==> src/shared/smcs_pkg.sv <==
/*
 Constants for the serial master control/status block: register offsets,
 field positions, reset values and write masks.
 Assumes a byte-addressed register port where each register is one word.
*/
package smcs_pkg;
   localparam int          ADDR_W      = 8;
   localparam logic [7:0]  OFF_CTRL    = 8'h00;
   localparam logic [7:0]  OFF_FIFO    = 8'h04;
   // Field positions of the control/status word
   localparam int BIT_LONGWORD  = 25;
   localparam int BIT_LSDMA     = 24;
   localparam int BIT_SELPOL0   = 21;
   localparam int BIT_RXFULL    = 20;
   localparam int BIT_RXNEED    = 19;
   localparam int BIT_TXSPACE   = 18;
   localparam int BIT_RXDATA    = 17;
   localparam int BIT_DONE      = 16;
   localparam int BIT_LSPROT    = 13;
   localparam int BIT_READEN    = 12;
   localparam int BIT_AUTOREL   = 11;
   localparam int BIT_RXIEN     = 10;
   localparam int BIT_DONEIEN   = 9;
   localparam int BIT_DMA_REQUEST_ENABLE     = 8;
   localparam int BIT_ACTIVE    = 7;
   localparam int BIT_GPOL      = 6;
   localparam int BIT_CLRTX     = 4;
   localparam int BIT_CLRRX     = 5;
   localparam int BIT_CLOCK_REST_POLARITY      = 3;
   localparam int BIT_CLOCK_PHASE      = 2;
   localparam int BIT_SEL       = 0;
   localparam int LEN_LSB       = 16;
   // Writable bits; clear field and flags are not stored
   localparam logic [31:0] CTRL_WMASK  = 32'h03E0_FFCF;
   localparam logic [7:0]  LOAD_WMASK  = 8'hCF;
   localparam logic [31:0] CTRL_RESET  = 32'h0000_1000;
   localparam logic [1:0]  SEL_RESERVED = 2'h3;
endpackage : smcs_pkg

==> src/hw/smcs_ctrl_status.sv <==
/*
 Control/status register logic of the serial master: register port, chip
 select drive, FIFO clear/push/pop strobes, DMA requests and interrupt.
 Assumes the FIFOs, shifter and divider live next to it on the same clock
 and report their fill levels and byte completions as synchronous signals.
*/
`timescale 1ns/1ps
module smcs_ctrl_status #(
   parameter int FIFO_DEPTH = 64,
   parameter int LVL_W      = $clog2(FIFO_DEPTH) + 1,
   parameter int RX_HIGH    = 48,
   parameter int TX_DREQ    = 32,
   parameter int RX_DREQ    = 32
) (
   input  wire logic                       clk,
   input  wire logic                       rst_n,
   input  wire logic [smcs_pkg::ADDR_W-1:0] busAddr,
   input  wire logic [31:0]                busWdata,
   input  wire logic                       busWrite,
   input  wire logic                       busRead,
   output logic      [31:0]                busRdata,
   input  wire logic [LVL_W-1:0]           txLevel,
   input  wire logic [LVL_W-1:0]           rxLevel,
   input  wire logic [31:0]                rxHeadData,
   input  wire logic                       shifterIdle,
   input  wire logic                       byteDone,
   input  wire logic                       dmaFrameEnd,
   output logic                            txPush,
   output logic                            txPushWord,
   output logic      [31:0]                txData,
   output logic                            rxPop,
   output logic                            txClear,
   output logic                            rxClear,
   output logic                            serialHalt,
   output logic      [2:0]                 selectOut,
   output logic                            clockRestHigh,
   output logic                            clockPhase,
   output logic                            lowspeedProtocolSelect,
   output logic                            lineTurnToSlave,
   output logic      [15:0]                transferLength,
   output logic                            dmaTxReq,
   output logic                            dmaRxReq,
   output logic                            irq
);
   import smcs_pkg::*;

   logic [31:0] ctrlQ, ctrlD;
   logic [31:0] rdataQ, rdataD;
   logic [15:0] lengthQ;
   logic [15:0] byteCntQ;
   logic        releasedQ;
   logic        doneQ;
   logic        txPushQ, txWordQ, txClearQ, rxClearQ;
   logic [31:0] txDataQ;
   logic [2:0]  selectQ;

   // Address decode
   wire wrCtrl   = busWrite && (busAddr == OFF_CTRL);
   wire wrFifo   = busWrite && (busAddr == OFF_FIFO);
   wire rdCtrl   = busRead && (busAddr == OFF_CTRL);
   wire rdFifo   = busRead && (busAddr == OFF_FIFO);
   wire taQ      = ctrlQ[BIT_ACTIVE];
   wire wrLoad   = wrFifo && !taQ;
   wire wrTx     = wrFifo && taQ;

   // Named control fields
   wire       dmaEnable   = ctrlQ[BIT_DMA_REQUEST_ENABLE];
   wire       lsProtocol  = ctrlQ[BIT_LSPROT];
   wire       lsDmaEnable = ctrlQ[BIT_LSDMA];
   wire       longWord    = ctrlQ[BIT_LONGWORD];
   wire       autoRelease = ctrlQ[BIT_AUTOREL];
   wire [1:0] selField    = ctrlQ[BIT_SEL +: 2];
   // Lowspeed mode reaches DMA through its own enable bit
   wire       dmaOn = dmaEnable || (lsProtocol && lsDmaEnable);

   // FIFO state as seen by software
   wire rxEmpty   = (rxLevel == '0);
   wire rxFull    = (rxLevel == LVL_W'(FIFO_DEPTH));
   wire txFull    = (txLevel == LVL_W'(FIFO_DEPTH));
   // A push still in flight counts as one entry taken, so back-to-back byte writes
   // cannot overrun a FIFO whose level has not caught up yet
   wire txRoom    = (txLevel + LVL_W'(txPushQ)) < LVL_W'(FIFO_DEPTH);
   wire rxNeed    = taQ && (rxLevel >= LVL_W'(RX_HIGH));

   // Clear field source: control write or a control load through the FIFO
   wire [1:0] clrReq = wrCtrl ? busWdata[BIT_CLRTX +: 2] :
                       wrLoad ? busWdata[BIT_CLRTX +: 2] : 2'h0;

   // Next control word; frame end from DMA drops the active bit
   always_comb begin
      ctrlD = ctrlQ;
      if (wrCtrl) begin
         ctrlD = busWdata & CTRL_WMASK;
      end else if (wrLoad) begin
         ctrlD[7:0] = busWdata[7:0] & LOAD_WMASK;
      end
      if (dmaFrameEnd) begin
         ctrlD[BIT_ACTIVE] = 1'b0;
      end
   end

   always_ff @(posedge clk) begin
      if (!rst_n) ctrlQ <= CTRL_RESET;
      else        ctrlQ <= ctrlD;
   end

   // One-shot clears land in the cycle the new active bit appears;
   // serialHalt covers that cycle so no frame starts before the clear
   always_ff @(posedge clk) begin
      if (!rst_n) begin
         txClearQ <= 1'b0;
         rxClearQ <= 1'b0;
      end else begin
         txClearQ <= clrReq[0];
         rxClearQ <= clrReq[1];
      end
   end

   // Transmit push: bytes normally, whole words for DMA or long lowspeed
   wire pushWord = dmaEnable || (lsProtocol && lsDmaEnable && longWord);
   always_ff @(posedge clk) begin
      if (!rst_n) begin
         txPushQ <= 1'b0;
         txWordQ <= 1'b0;
         txDataQ <= 32'h0000_0000;
      end else begin
         txPushQ <= wrTx && txRoom;
         txWordQ <= pushWord;
         if (wrTx) txDataQ <= busWdata;
      end
   end

   // Transfer length is loaded by the first DMA word while inactive
   always_ff @(posedge clk) begin
      if (!rst_n)      lengthQ <= 16'h0000;
      else if (wrLoad) lengthQ <= busWdata[LEN_LSB +: 16];
   end

   // Byte count toward the programmed length, for automatic release
   wire [15:0] cntNext = byteCntQ + 16'h0001;
   wire        lastByte = byteDone && (cntNext == lengthQ) && (lengthQ != 0);
   always_ff @(posedge clk) begin
      if (!rst_n) begin
         byteCntQ  <= 16'h0000;
         releasedQ <= 1'b0;
      end else if (!taQ || wrLoad) begin
         byteCntQ  <= 16'h0000;
         releasedQ <= 1'b0;
      end else begin
         if (byteDone) byteCntQ <= cntNext;
         releasedQ <= releasedQ || lastByte;
      end
   end

   // Done: active, shifter quiet, nothing queued and no write pending.
   // Register-sourced; a write in the same cycle clears it on the next edge.
   wire doneD = ctrlD[BIT_ACTIVE] && taQ && shifterIdle && (txLevel == '0)
                && !txPushQ && !wrTx;
   always_ff @(posedge clk) begin
      if (!rst_n) doneQ <= 1'b0;
      else        doneQ <= doneD;
   end

   // Chip select drive: per-line polarity, or the global one
   wire       selHeld = taQ && !(autoRelease && dmaOn && releasedQ);
   wire [2:0] polVec  = ctrlQ[BIT_SELPOL0 +: 3] | {3{ctrlQ[BIT_GPOL]}};
   logic [2:0] selectD;
   always_comb begin
      for (int i = 0; i < 3; i++) begin
         // Reserved select code matches no line
         selectD[i] = (selHeld && (selField == 2'(i))) ? polVec[i]
                                                      : !polVec[i];
      end
   end
   always_ff @(posedge clk) begin
      if (!rst_n) selectQ <= 3'h7;
      else        selectQ <= selectD;
   end

   // Status view of the control word
   wire [31:0] ctrlView = ctrlQ
                        | (32'(rxFull)   << BIT_RXFULL)
                        | (32'(rxNeed)   << BIT_RXNEED)
                        | (32'(!txFull)  << BIT_TXSPACE)
                        | (32'(!rxEmpty) << BIT_RXDATA)
                        | (32'(doneQ)    << BIT_DONE);

   // Read data valid only in the cycle after the strobe
   assign rdataD = rdCtrl ? ctrlView :
                   rdFifo ? rxHeadData : 32'h0000_0000;
   always_ff @(posedge clk) begin
      if (!rst_n) rdataQ <= 32'h0000_0000;
      else        rdataQ <= rdataD;
   end

   // Outputs
   assign busRdata               = rdataQ;
   assign rxPop                  = rdFifo && !rxEmpty;
   assign txPush                 = txPushQ;
   assign txPushWord             = txWordQ;
   assign txData                 = txDataQ;
   assign txClear                = txClearQ;
   assign rxClear                = rxClearQ;
   assign serialHalt             = rxFull || txClearQ || rxClearQ;
   assign selectOut              = selectQ;
   assign clockRestHigh          = ctrlQ[BIT_CLOCK_REST_POLARITY];
   assign clockPhase             = ctrlQ[BIT_CLOCK_PHASE];
   assign lowspeedProtocolSelect = lsProtocol;
   assign lineTurnToSlave        = ctrlQ[BIT_READEN];
   assign transferLength         = lengthQ;
   // DMA requests only while enabled; receive also drains a finished frame
   assign dmaTxReq = dmaOn && taQ && (txLevel <= LVL_W'(TX_DREQ));
   assign dmaRxReq = dmaOn && ((rxLevel > LVL_W'(RX_DREQ))
                     || (doneQ && !rxEmpty));
   // Level interrupt, held while the enabled condition lasts
   assign irq = (ctrlQ[BIT_RXIEN] && rxNeed)
             || (ctrlQ[BIT_DONEIEN] && doneQ);
endmodule : smcs_ctrl_status

==> config.mk <==
export PLATFORM = sky130hd
export DESIGN_NAME = smcs_ctrl_status
export DESIGN_NICKNAME = d
export VERILOG_FILES = /design/src/shared/smcs_pkg.sv /design/src/hw/smcs_ctrl_status.sv
export SDC_FILE = /design/constraint.sdc
export NUM_CORES = 1
export LEC_CHECK = 0
export BUFFER_PORTS_ARGS = -buffer_cell sky130_fd_sc_hd__buf_2
export CORE_ASPECT_RATIO = 1.1
export CORE_MARGIN = 1.5
export CORE_UTILIZATION = 25
export CTS_CLUSTER_DIAMETER = 100
export CTS_CLUSTER_SIZE = 12
export DETAILED_ROUTE_END_ITERATION = 10
export PLACE_DENSITY_LB_ADDON = 0.08
export SLEW_MARGIN = 20
export SYNTH_ARGS = -nofsm -noshare
export SYNTH_HDL_FRONTEND = slang
export SYNTH_SLANG_ARGS = --single-unit
==> constraint.sdc <==
create_clock -name clk -period 4.3 [get_ports clk]
set_input_delay 1.075 -clock clk [delete_from_list [all_inputs] [get_ports clk]]
set_output_delay 1.075 -clock clk [all_outputs]
set_load 0.005 [all_outputs]
# Word level (Yosys, flattened, before mapping)
# Cells that the tools add are included.
# word_totals
ff_bits	124
output_inout_bits	96
word_cells	97
# op_classes
n_lt_le_gt_ge	4
n_mux	10
n_bitwise	7
n_reduce_logical	54
add_sub_neg	2
n_eq_ne	6
# op_table
operator	n
$mux 32	2
$logic_and 1x1->1	30
$or 26x17->26	1
$or 26x18->26	1
$or 26x19->26	1
$or 26x20->26	1
$or 26x21->26	1
$add 16x1->16 const B	1
$eq 16x16->1	1
$mux 8	2
$reduce_bool 16->1	1
$eq 7x7->1 const B	2
$logic_not 7->1	2
$logic_not 1->1	9
$eq 8x3->1 const B	1
$logic_not 8->1	1
$logic_or 1x1->1	8
$add 7x1->7	1
$ge 7x6->1 const B	1
$gt 7x6->1 const B	1
$le 7x6->1 const B	1
$lt 7x7->1 const B	1
$mux 1	4
$mux 2	2
other kinds (7)	7

# Longest topological paths before layout
# Gate-level depths: netlist (run 1).
# logic_depth
depth_word	11
mapped_depth	8

# Worst setup path before layout (run 1)
# No wires, ideal clock.
# synth_timing
path_type	in2out
from	input busAddr[6] (netlist name)
to	output rxPop
arrival_ns	2.227
setup_slack_ns	0.998
stages	4
required_time_ns	3.225
path_cell_list	or4_4 -> nor4_4 -> nand2_2 -> nor3b_1
# synth_via
elab_chain_len	3
# synth_rtl
element	line	source
start, declared	smcs_ctrl_status.sv:17	input wire logic [smcs_pkg::ADDR_W-1:0] busAddr,
$eq 8x3->1	smcs_ctrl_status.sv:61	wire rdFifo = busRead && (busAddr == OFF_FIFO);
$logic_and 1x1->1	smcs_ctrl_status.sv:61	
$logic_and 1x1->1	smcs_ctrl_status.sv:198	assign rxPop = rdFifo && !rxEmpty;
end, declared	smcs_ctrl_status.sv:31	output logic rxPop,
# No other way between the ends.

# Worst setup path in the final report (run 1)
# Ends and elaborated chain as after synthesis.

==> results of run 1 <==
worst paths after layout:
path | depth (start not counted) | slack [ns] | end
hold / removal | 2 | 0.45 | txData[29]
hold reg to reg | 2 | 0.45 | txData[29]
setup reg to reg | 6 | 2.23 | releasedQ
setup / recovery | 6 | 0.57 | rxPop
kinds of logic after synthesis:
| kind of cell | share of synthesized area |
|---|---|
| buffers and inverters | 0.02929 |
| and+or+nand+nor | 0.2459 |
| xor gates and xnor gates | 0.05761 |
| DFF | 0.4803 |
| adders and majority gates | 0.004357 |
| muxes | 0.03704 |
| AOI/OAI and AO/OA | 0.1455 |
through the flow:
step           hold slack (ns)  power (mW)  std cells    util
6_report                0.4466       2.835       1021  0.3507
5_1_grt                 0.4802       2.947       1021  0.3507
4_1_cts                 0.4497       2.884       1021  0.3507
3_5_place_dp            0.4413       1.264        989  0.3178
3_3_place_gp            0.4414       1.263        989  0.3178
2_1_floorplan           0.4423       1.200        570       -
metal layers:
metal,up-vias,share of wire
met3,13,0.053
met5,-,0
met1,2158,0.46
met2,159,0.48
li1,2347,-
met4,0,0.015
state kept, by name, summed over array words and instances (netlist names):
signal / cells
txPushWord: 1
doneQ: 1
byteCntQ: 16
ctrlQ: 19
txData: 32
transferLength: 16
selectOut: 3
txPush: 1
busRdata: 32
txClear: 1
releasedQ: 1
rxClear: 1
power groups by stage:
stage               Sequential (mW)  Clock, mW  Combinational (mW)
floorplan                      1.18          0              0.0244
global placement               1.18          0              0.0875
detailed placement             1.18          0              0.0885
CTS                            1.15       1.64              0.0889
global route                   1.15       1.70              0.0952
finish                         1.15       1.60              0.0872
synthesized netlist by cell type (8+ instances only):
cell / n / share of area
a21boi_0: 45 / 0.065
a22o_1: 22 / 0.037
and2_1: 12 / 0.015
clkbuf_1: 22 / 0.016
dfxtp_1: 124 / 0.48
mux2i_1: 18 / 0.035
nand2_1: 123 / 0.089
nand3_1: 8 / 0.0077
nand4_1: 12 / 0.015
nor2_1: 35 / 0.025
nor2b_1: 16 / 0.019
nor4_1: 9 / 0.011
xnor2_1: 17 / 0.029
xor2_1: 17 / 0.029
area by class of cell:
cell class,instances,area [um^2],area share
inverter,4,15.01,0.002133
timing repair buffer,198,1016,0.1444
multi-input combinational,411,2549,0.3621
clock buffer,22,474.2,0.06738
tap,252,315.3,0.04480
clock inverter,10,186.4,0.02649
sequential,124,2482,0.3527
worst max-delay path: cells and delay by family:
family / cells / cell delay, ns
simple gates: 4 / 1.34
buf+inv: 2 / 0.24
==> metrics.md, run 1 <==
| Metric | Value |
|---|---|
| Status | `finished clean` |
| Router iterations before antenna repair | `6` |
| I/O Pins | `about 190` |
| Routed vias | `about 4700` |
| P_int | `2.269 mW` |
| # diodes | `0` |
| CP dominant cell by count | `buf_2` |
| Sw Ratio | `0.1996` |
| GRT Util Overall | `0.1552` |
| Worst slack, placed | `around 0.58 ns` |
| CTS sink cnt | `124` |
| Root Driver | `clkbuf_16` |
| Worst-margin pin slew | `roughly 0.68 ns` |
| Final hold viol count | `0` |
| Fin crit share | `0.8664` |
| CP Launch Type | `input port` |
| Top_reg_cell synth | `dfxtp_1` |
| Longest Clk Path Bufs | `2` |
| Antenna violations before repair | `1` |
| Sequential share of the synthesized area | `0.4803` |
| CTS tree | `done` |
| CP max stage cell | `or4_4` |
| Nets | `850` |
| Worst-Skew Late Latency | `between 0.4 and 0.5 ns` |
| NetSw | `0.5659 mW` |
| Total grt overflow | `0` |
| Number of synthesized flops with an enable pin | `0` |
| CP required | `about 3.2 ns` |
| TNS Setup | `0 ns` |
| Antenna-violating nets left | `0` |
| Skew final | `slightly below 0.006 ns` |
| Synth Register Bits | `roughly 120` |
| Commonest non-fill, non-tap cell in the layout | `buf_2` |
| Initial drt markers | `around 250` |
| Avg WL per Cell | `~16 um` |
| Setup Crit Path Kind | `in -> out` |
| Slowest stage delay, CP | `between 0.5 and 0.6 ns` |
| CP arrival | `2.65 ns` |
| Most crowded layer after global routing | `met2` |
| Post-layout min period | `3.726 ns` |
| R2R Path Start | `byteCntQ[2]` |
| Area growth from synthesis to layout | `36.17%` |
| Most frequent cells in the layout | `188 x buf_2, 124 x dfxtp_1, 123 x nand2_1` |
| Ys async rst share | `0` |
| Placeable Area | `20070 um^2` |
| Number of global-route vias before repair | `4544` |
| Die ar. | `21550 um^2` |
| Row count | `54` |
| Setup WS post-layout | `0.5744 ns` |
| Placed Area | `6377 um^2` |
| Post-route cell area | `about 7000 um^2` |
| Vias per inst | `roughly 4.6` |
| Maxcap violations | `0` |
| Post-cts sizing count | `0` |
| Slew HR | `0.5418` |
| Clock-pin slew on the worst setup and hold paths | `0.06 ns` |
| Die extent in y | `153.8 um` |
| RSZ-0062 raised after global routing | `false` |
| Combinational group share of total power | `0.031` |
| GPL Wtd Cong | `0.7917` |
| Fin. max-slew vios | `0` |
| Met3 GRT Util | `0.03737` |
| Clock power frac | `0.563` |
| Fmax | `268.4 MHz` |
| CP startpoint | `busAddr[6]` |
| Initial core utilization | `0.2576` |
| # hold bufs at CTS | `0` |
| Crit path max fanout | `6` |
| Crit path capture type | `primary output` |
| Met1 usage | `0.1933` |
| Post-Synthesis Cell Area | `5169 um^2` |
| Static Leak | `between 2 and 3 nW` |
| DRC errors left | `0` |
| Post-Syn Area per Cell | `9.068 um^2` |
| Largest net degree at the start of global routing | `76` |
| Fill cells | `2089` |
| Setup violations, final | `0` |
| First-pass GRT wire length | `25740 um` |
| CTS H-tree lvls | `4` |
| Hold Crit Class | `reg -> reg` |
| Die W | `140.1 um` |
| Power per cell area | `approximately 400 nW/um^2` |
| Met2 GRT Util | `0.2592` |
| Syn Nets | `664` |
| Post-CTS Setup Inserts | `0` |
| Final WL | `about 17000 um` |
| Port Buf Inserts | `~190` |
| Hold_sp | `txData[29]` |
| Layout cell share with drive strength beyond 1 | `0.3082` |
| Seq pwr share | `0.406` |
| Max VDD drop | `0.2527 mV` |
| Synth unique cells | `53` |
| Post-DP HPWL | `12460 um` |
| Synth Instances | `570` |
| Cell Chain, Critical Path | `buf_2, or4_4, nor4_4, nand2_2, nor3b_1, buf_2` |
| Synth Warn # | `0` |
| Total CTS buffers | `17` |
(Power assumes the default switching activity.)
==> inputs of run 2 (changes only) <==
--- a/config.mk
+++ b/config.mk
@@ -13,6 +13,7 @@
 export CTS_CLUSTER_SIZE = 12
 export DETAILED_ROUTE_END_ITERATION = 10
 export PLACE_DENSITY_LB_ADDON = 0.08
+export RECOVER_POWER = 25
 export SLEW_MARGIN = 20
 export SYNTH_ARGS = -nofsm -noshare
 export SYNTH_HDL_FRONTEND = slang
==> run 2 against run 1 <==
Compared with the run above: the flow now finishes with violations (max-capacitance violations, max-slew violations); die area is the same; count of clock-buffer cells in the layout is the same; power is essentially flat; critical path type unchanged; largest cell class unchanged.
==> metrics.md, run 2 (same netlist as run 1, synthesis figures left out) <==
| Metric | Value |
|---|---|
| I/O Pins | `189 (unchanged)` |
| CP Launch Type | `input port` |
| Total CTS buffers | `17 (unchanged)` |
| Cell Chain, Critical Path | `buf_2, or4_4, nor4_4, nand2_2, nor3b_1, buf_2` |
| Final hold viol count | `0 (unchanged)` |
| CP max stage cell | `or4_4` |
| Final Util | `0.3490 (-0.001746)` |
| Initial core utilization | `0.2576 (unchanged)` |
| Slew HR | `-0.8613 (-1.403)` |
| R2r setup slk | `2.23 ns (about the same)` |
| Fmax | `269.5 MHz (+0.39%)` |
| Layout cell share with drive strength beyond 1 | `0.2744 (-0.03381)` |
| Met1 wire length | `7539 um (-0.20%)` |
| Clock-pin slew on the worst setup and hold paths | `0.06 ns (about the same)` |
| Avg WL per Cell | `16.25 um (+0.30%)` |
| TNS Setup | `0 ns (unchanged)` |
| Hold Crit Class | `reg -> reg` |
| Routed vias | `4682 (+0.11%)` |
| CTS H-tree lvls | `4 (unchanged)` |
| Fin. max-slew vios | `76 (+76)` |
| Status | `finished with violations` |
| Final cell count without fillers | `1021 (unchanged)` |
| Placed Instances | `989 (unchanged)` |
| Worst slack, placed | `0.5847 ns (unchanged)` |
| Router iterations before antenna repair | `4 (-2)` |
| Setup Crit Path Kind | `in -> out` |
| Skew final | `0.005748 ns (-0.00008130 ns)` |
| Row count | `54 (unchanged)` |
| Post-cts sizing count | `0 (unchanged)` |
| Crit path max fanout | `6 (unchanged)` |
| Met2 wire len | `7904 um (+0.47%)` |
| Static Leak | `2.775 nW (-3.8%)` |
| Vias per inst | `4.586 (+0.11%)` |
| Setup WS post-layout | `0.5890 ns (+0.01465 ns)` |
| WHS Endpoint | `txData[29]` |
| R2R Path Start | `byteCntQ[2]` |
| Fin crit share | `0.8630 (-0.003407)` |
| Placed Area | `6377 um^2 (unchanged)` |
| Die ar. | `21550 um^2 (unchanged)` |
| Hold_sp | `txData[29]` |
| RSZ-0062 raised after global routing | `false` |
| Max VDD drop | `0.2538 mV (+0.45%)` |
| Root Driver | `clkbuf_16` |
| Failing checks | `max-capacitance violations, max-slew violations` |
| Nets | `850 (unchanged)` |
| Antenna violations before repair | `1 (unchanged)` |
| Die extent in y | `153.8 um (unchanged)` |
| DRC errors left | `0 (unchanged)` |
| Total grt overflow | `0 (unchanged)` |
| CP arrival | `2.64 ns (about the same)` |
| Number of global-route vias before repair | `4544 (unchanged)` |
| GRT Util Overall | `0.1552 (unchanged)` |
| Placeable Area | `20070 um^2 (unchanged)` |
| Final WL | `16600 um (+0.30%)` |
| Largest net degree at the start of global routing | `76 (unchanged)` |
| Post-route cell area | `7003 um^2 (-0.50%)` |
| Die W | `140.1 um (unchanged)` |
| Port Buf Inserts | `188 (unchanged)` |
| Commonest non-fill, non-tap cell in the layout | `buf_2` |
| Post-DP HPWL | `12460 um (unchanged)` |
| Area growth from synthesis to layout | `35.49%` |
| Initial drt markers | `236 (-3.7%)` |
| Post-CTS Setup Inserts | `0 (unchanged)` |
| Crit path capture type | `primary output` |
| Slowest stage delay, CP | `0.54 ns (about the same)` |
| First-pass GRT wire length | `25740 um (unchanged)` |
| CP dominant cell by count | `buf_2` |
| Wire length on met3 | `888 um (+0.68%)` |
| FF-to-FF path depth | `6 (unchanged)` |
| Maxcap violations | `1 (+1)` |
| Setup violations, final | `0 (unchanged)` |
| Worst R2R End | `releasedQ` |
| DR top layer | `met4` |
| WHS Path Cells | `2 (unchanged)` |
| # diodes | `0 (unchanged)` |
| Longest Clk Path Bufs | `2 (unchanged)` |
| Antenna-violating nets left | `0 (unchanged)` |
| Power per cell area | `405.2 nW/um^2 (+0.58%)` |
| Worst-Skew Late Latency | `0.41 ns (about the same)` |
| CP required | `3.22 ns (about the same)` |
| GPL Wtd Cong | `0.7917 (unchanged)` |
| Worst-margin pin slew | `2.792 ns (+2.108 ns)` |
| Post-layout min period | `3.711 ns (-0.01465 ns)` |
| Most frequent cells in the layout | `163 x buf_2, 124 x dfxtp_1, 123 x nand2_1` |
| # hold bufs at CTS | `0 (unchanged)` |
| CTS tree | `done` |
| CTS sink cnt | `124 (unchanged)` |
-- run 2: worst max-delay path, delay by kind of cell --
kind / cells / cell delay [ns]
simple gates: 4 / 1.32
buf+inv: 2 / 0.24
-- run 2: report_power, final --
part           total (mW)  internal (mW)  switching (mW)
sequential           1.15           1.15        0.000734
combinational      0.0889         0.0458          0.0431
clock                1.60           1.08           0.523
-- run 2: worst max path at each step --
| stage | startpoint | to | slack (ns) |
|---|---|---|---|
| after global routing | busAddr[6] | rxPop | 0.47 |
| after detailed placement | busAddr[6] | rxPop | 0.58 |
| final | busAddr[6] | rxPop | 0.59 |
| after CTS | busAddr[6] | rxPop | 0.57 |
| after global placement | busAddr[6] | rxPop | 0.56 |
| after floorplan | busAddr[6] | rxPop | 1.0 |
-- run 2: cell type report --
type,instances,area (um^2)
clock buffer,22,474.2
clock inverter,10,186.4
sequential,124,2482
fill,2100,13060
tap,252,315.3
timing repair buffer,198,980.9
inverter,4,15.01
multi-input combinational,411,2549
-- run 2: per-layer routing --
layer | vias up | GRT usage
li1 | 2347 | -
met1 | 2166 | 0.1933
met2 | 154 | 0.2592
met3 | 15 | 0.03737
met4 | 0 | 0.05965
met5 | - | 0
-- run 2: stage by stage --
stage,power (mW),hold WS [ns]
finish,2.837,0.4466
global route,2.949,0.4870
CTS,2.884,0.4497
detailed placement,1.264,0.4413
global placement,1.263,0.4414
floorplan,1.200,0.4423
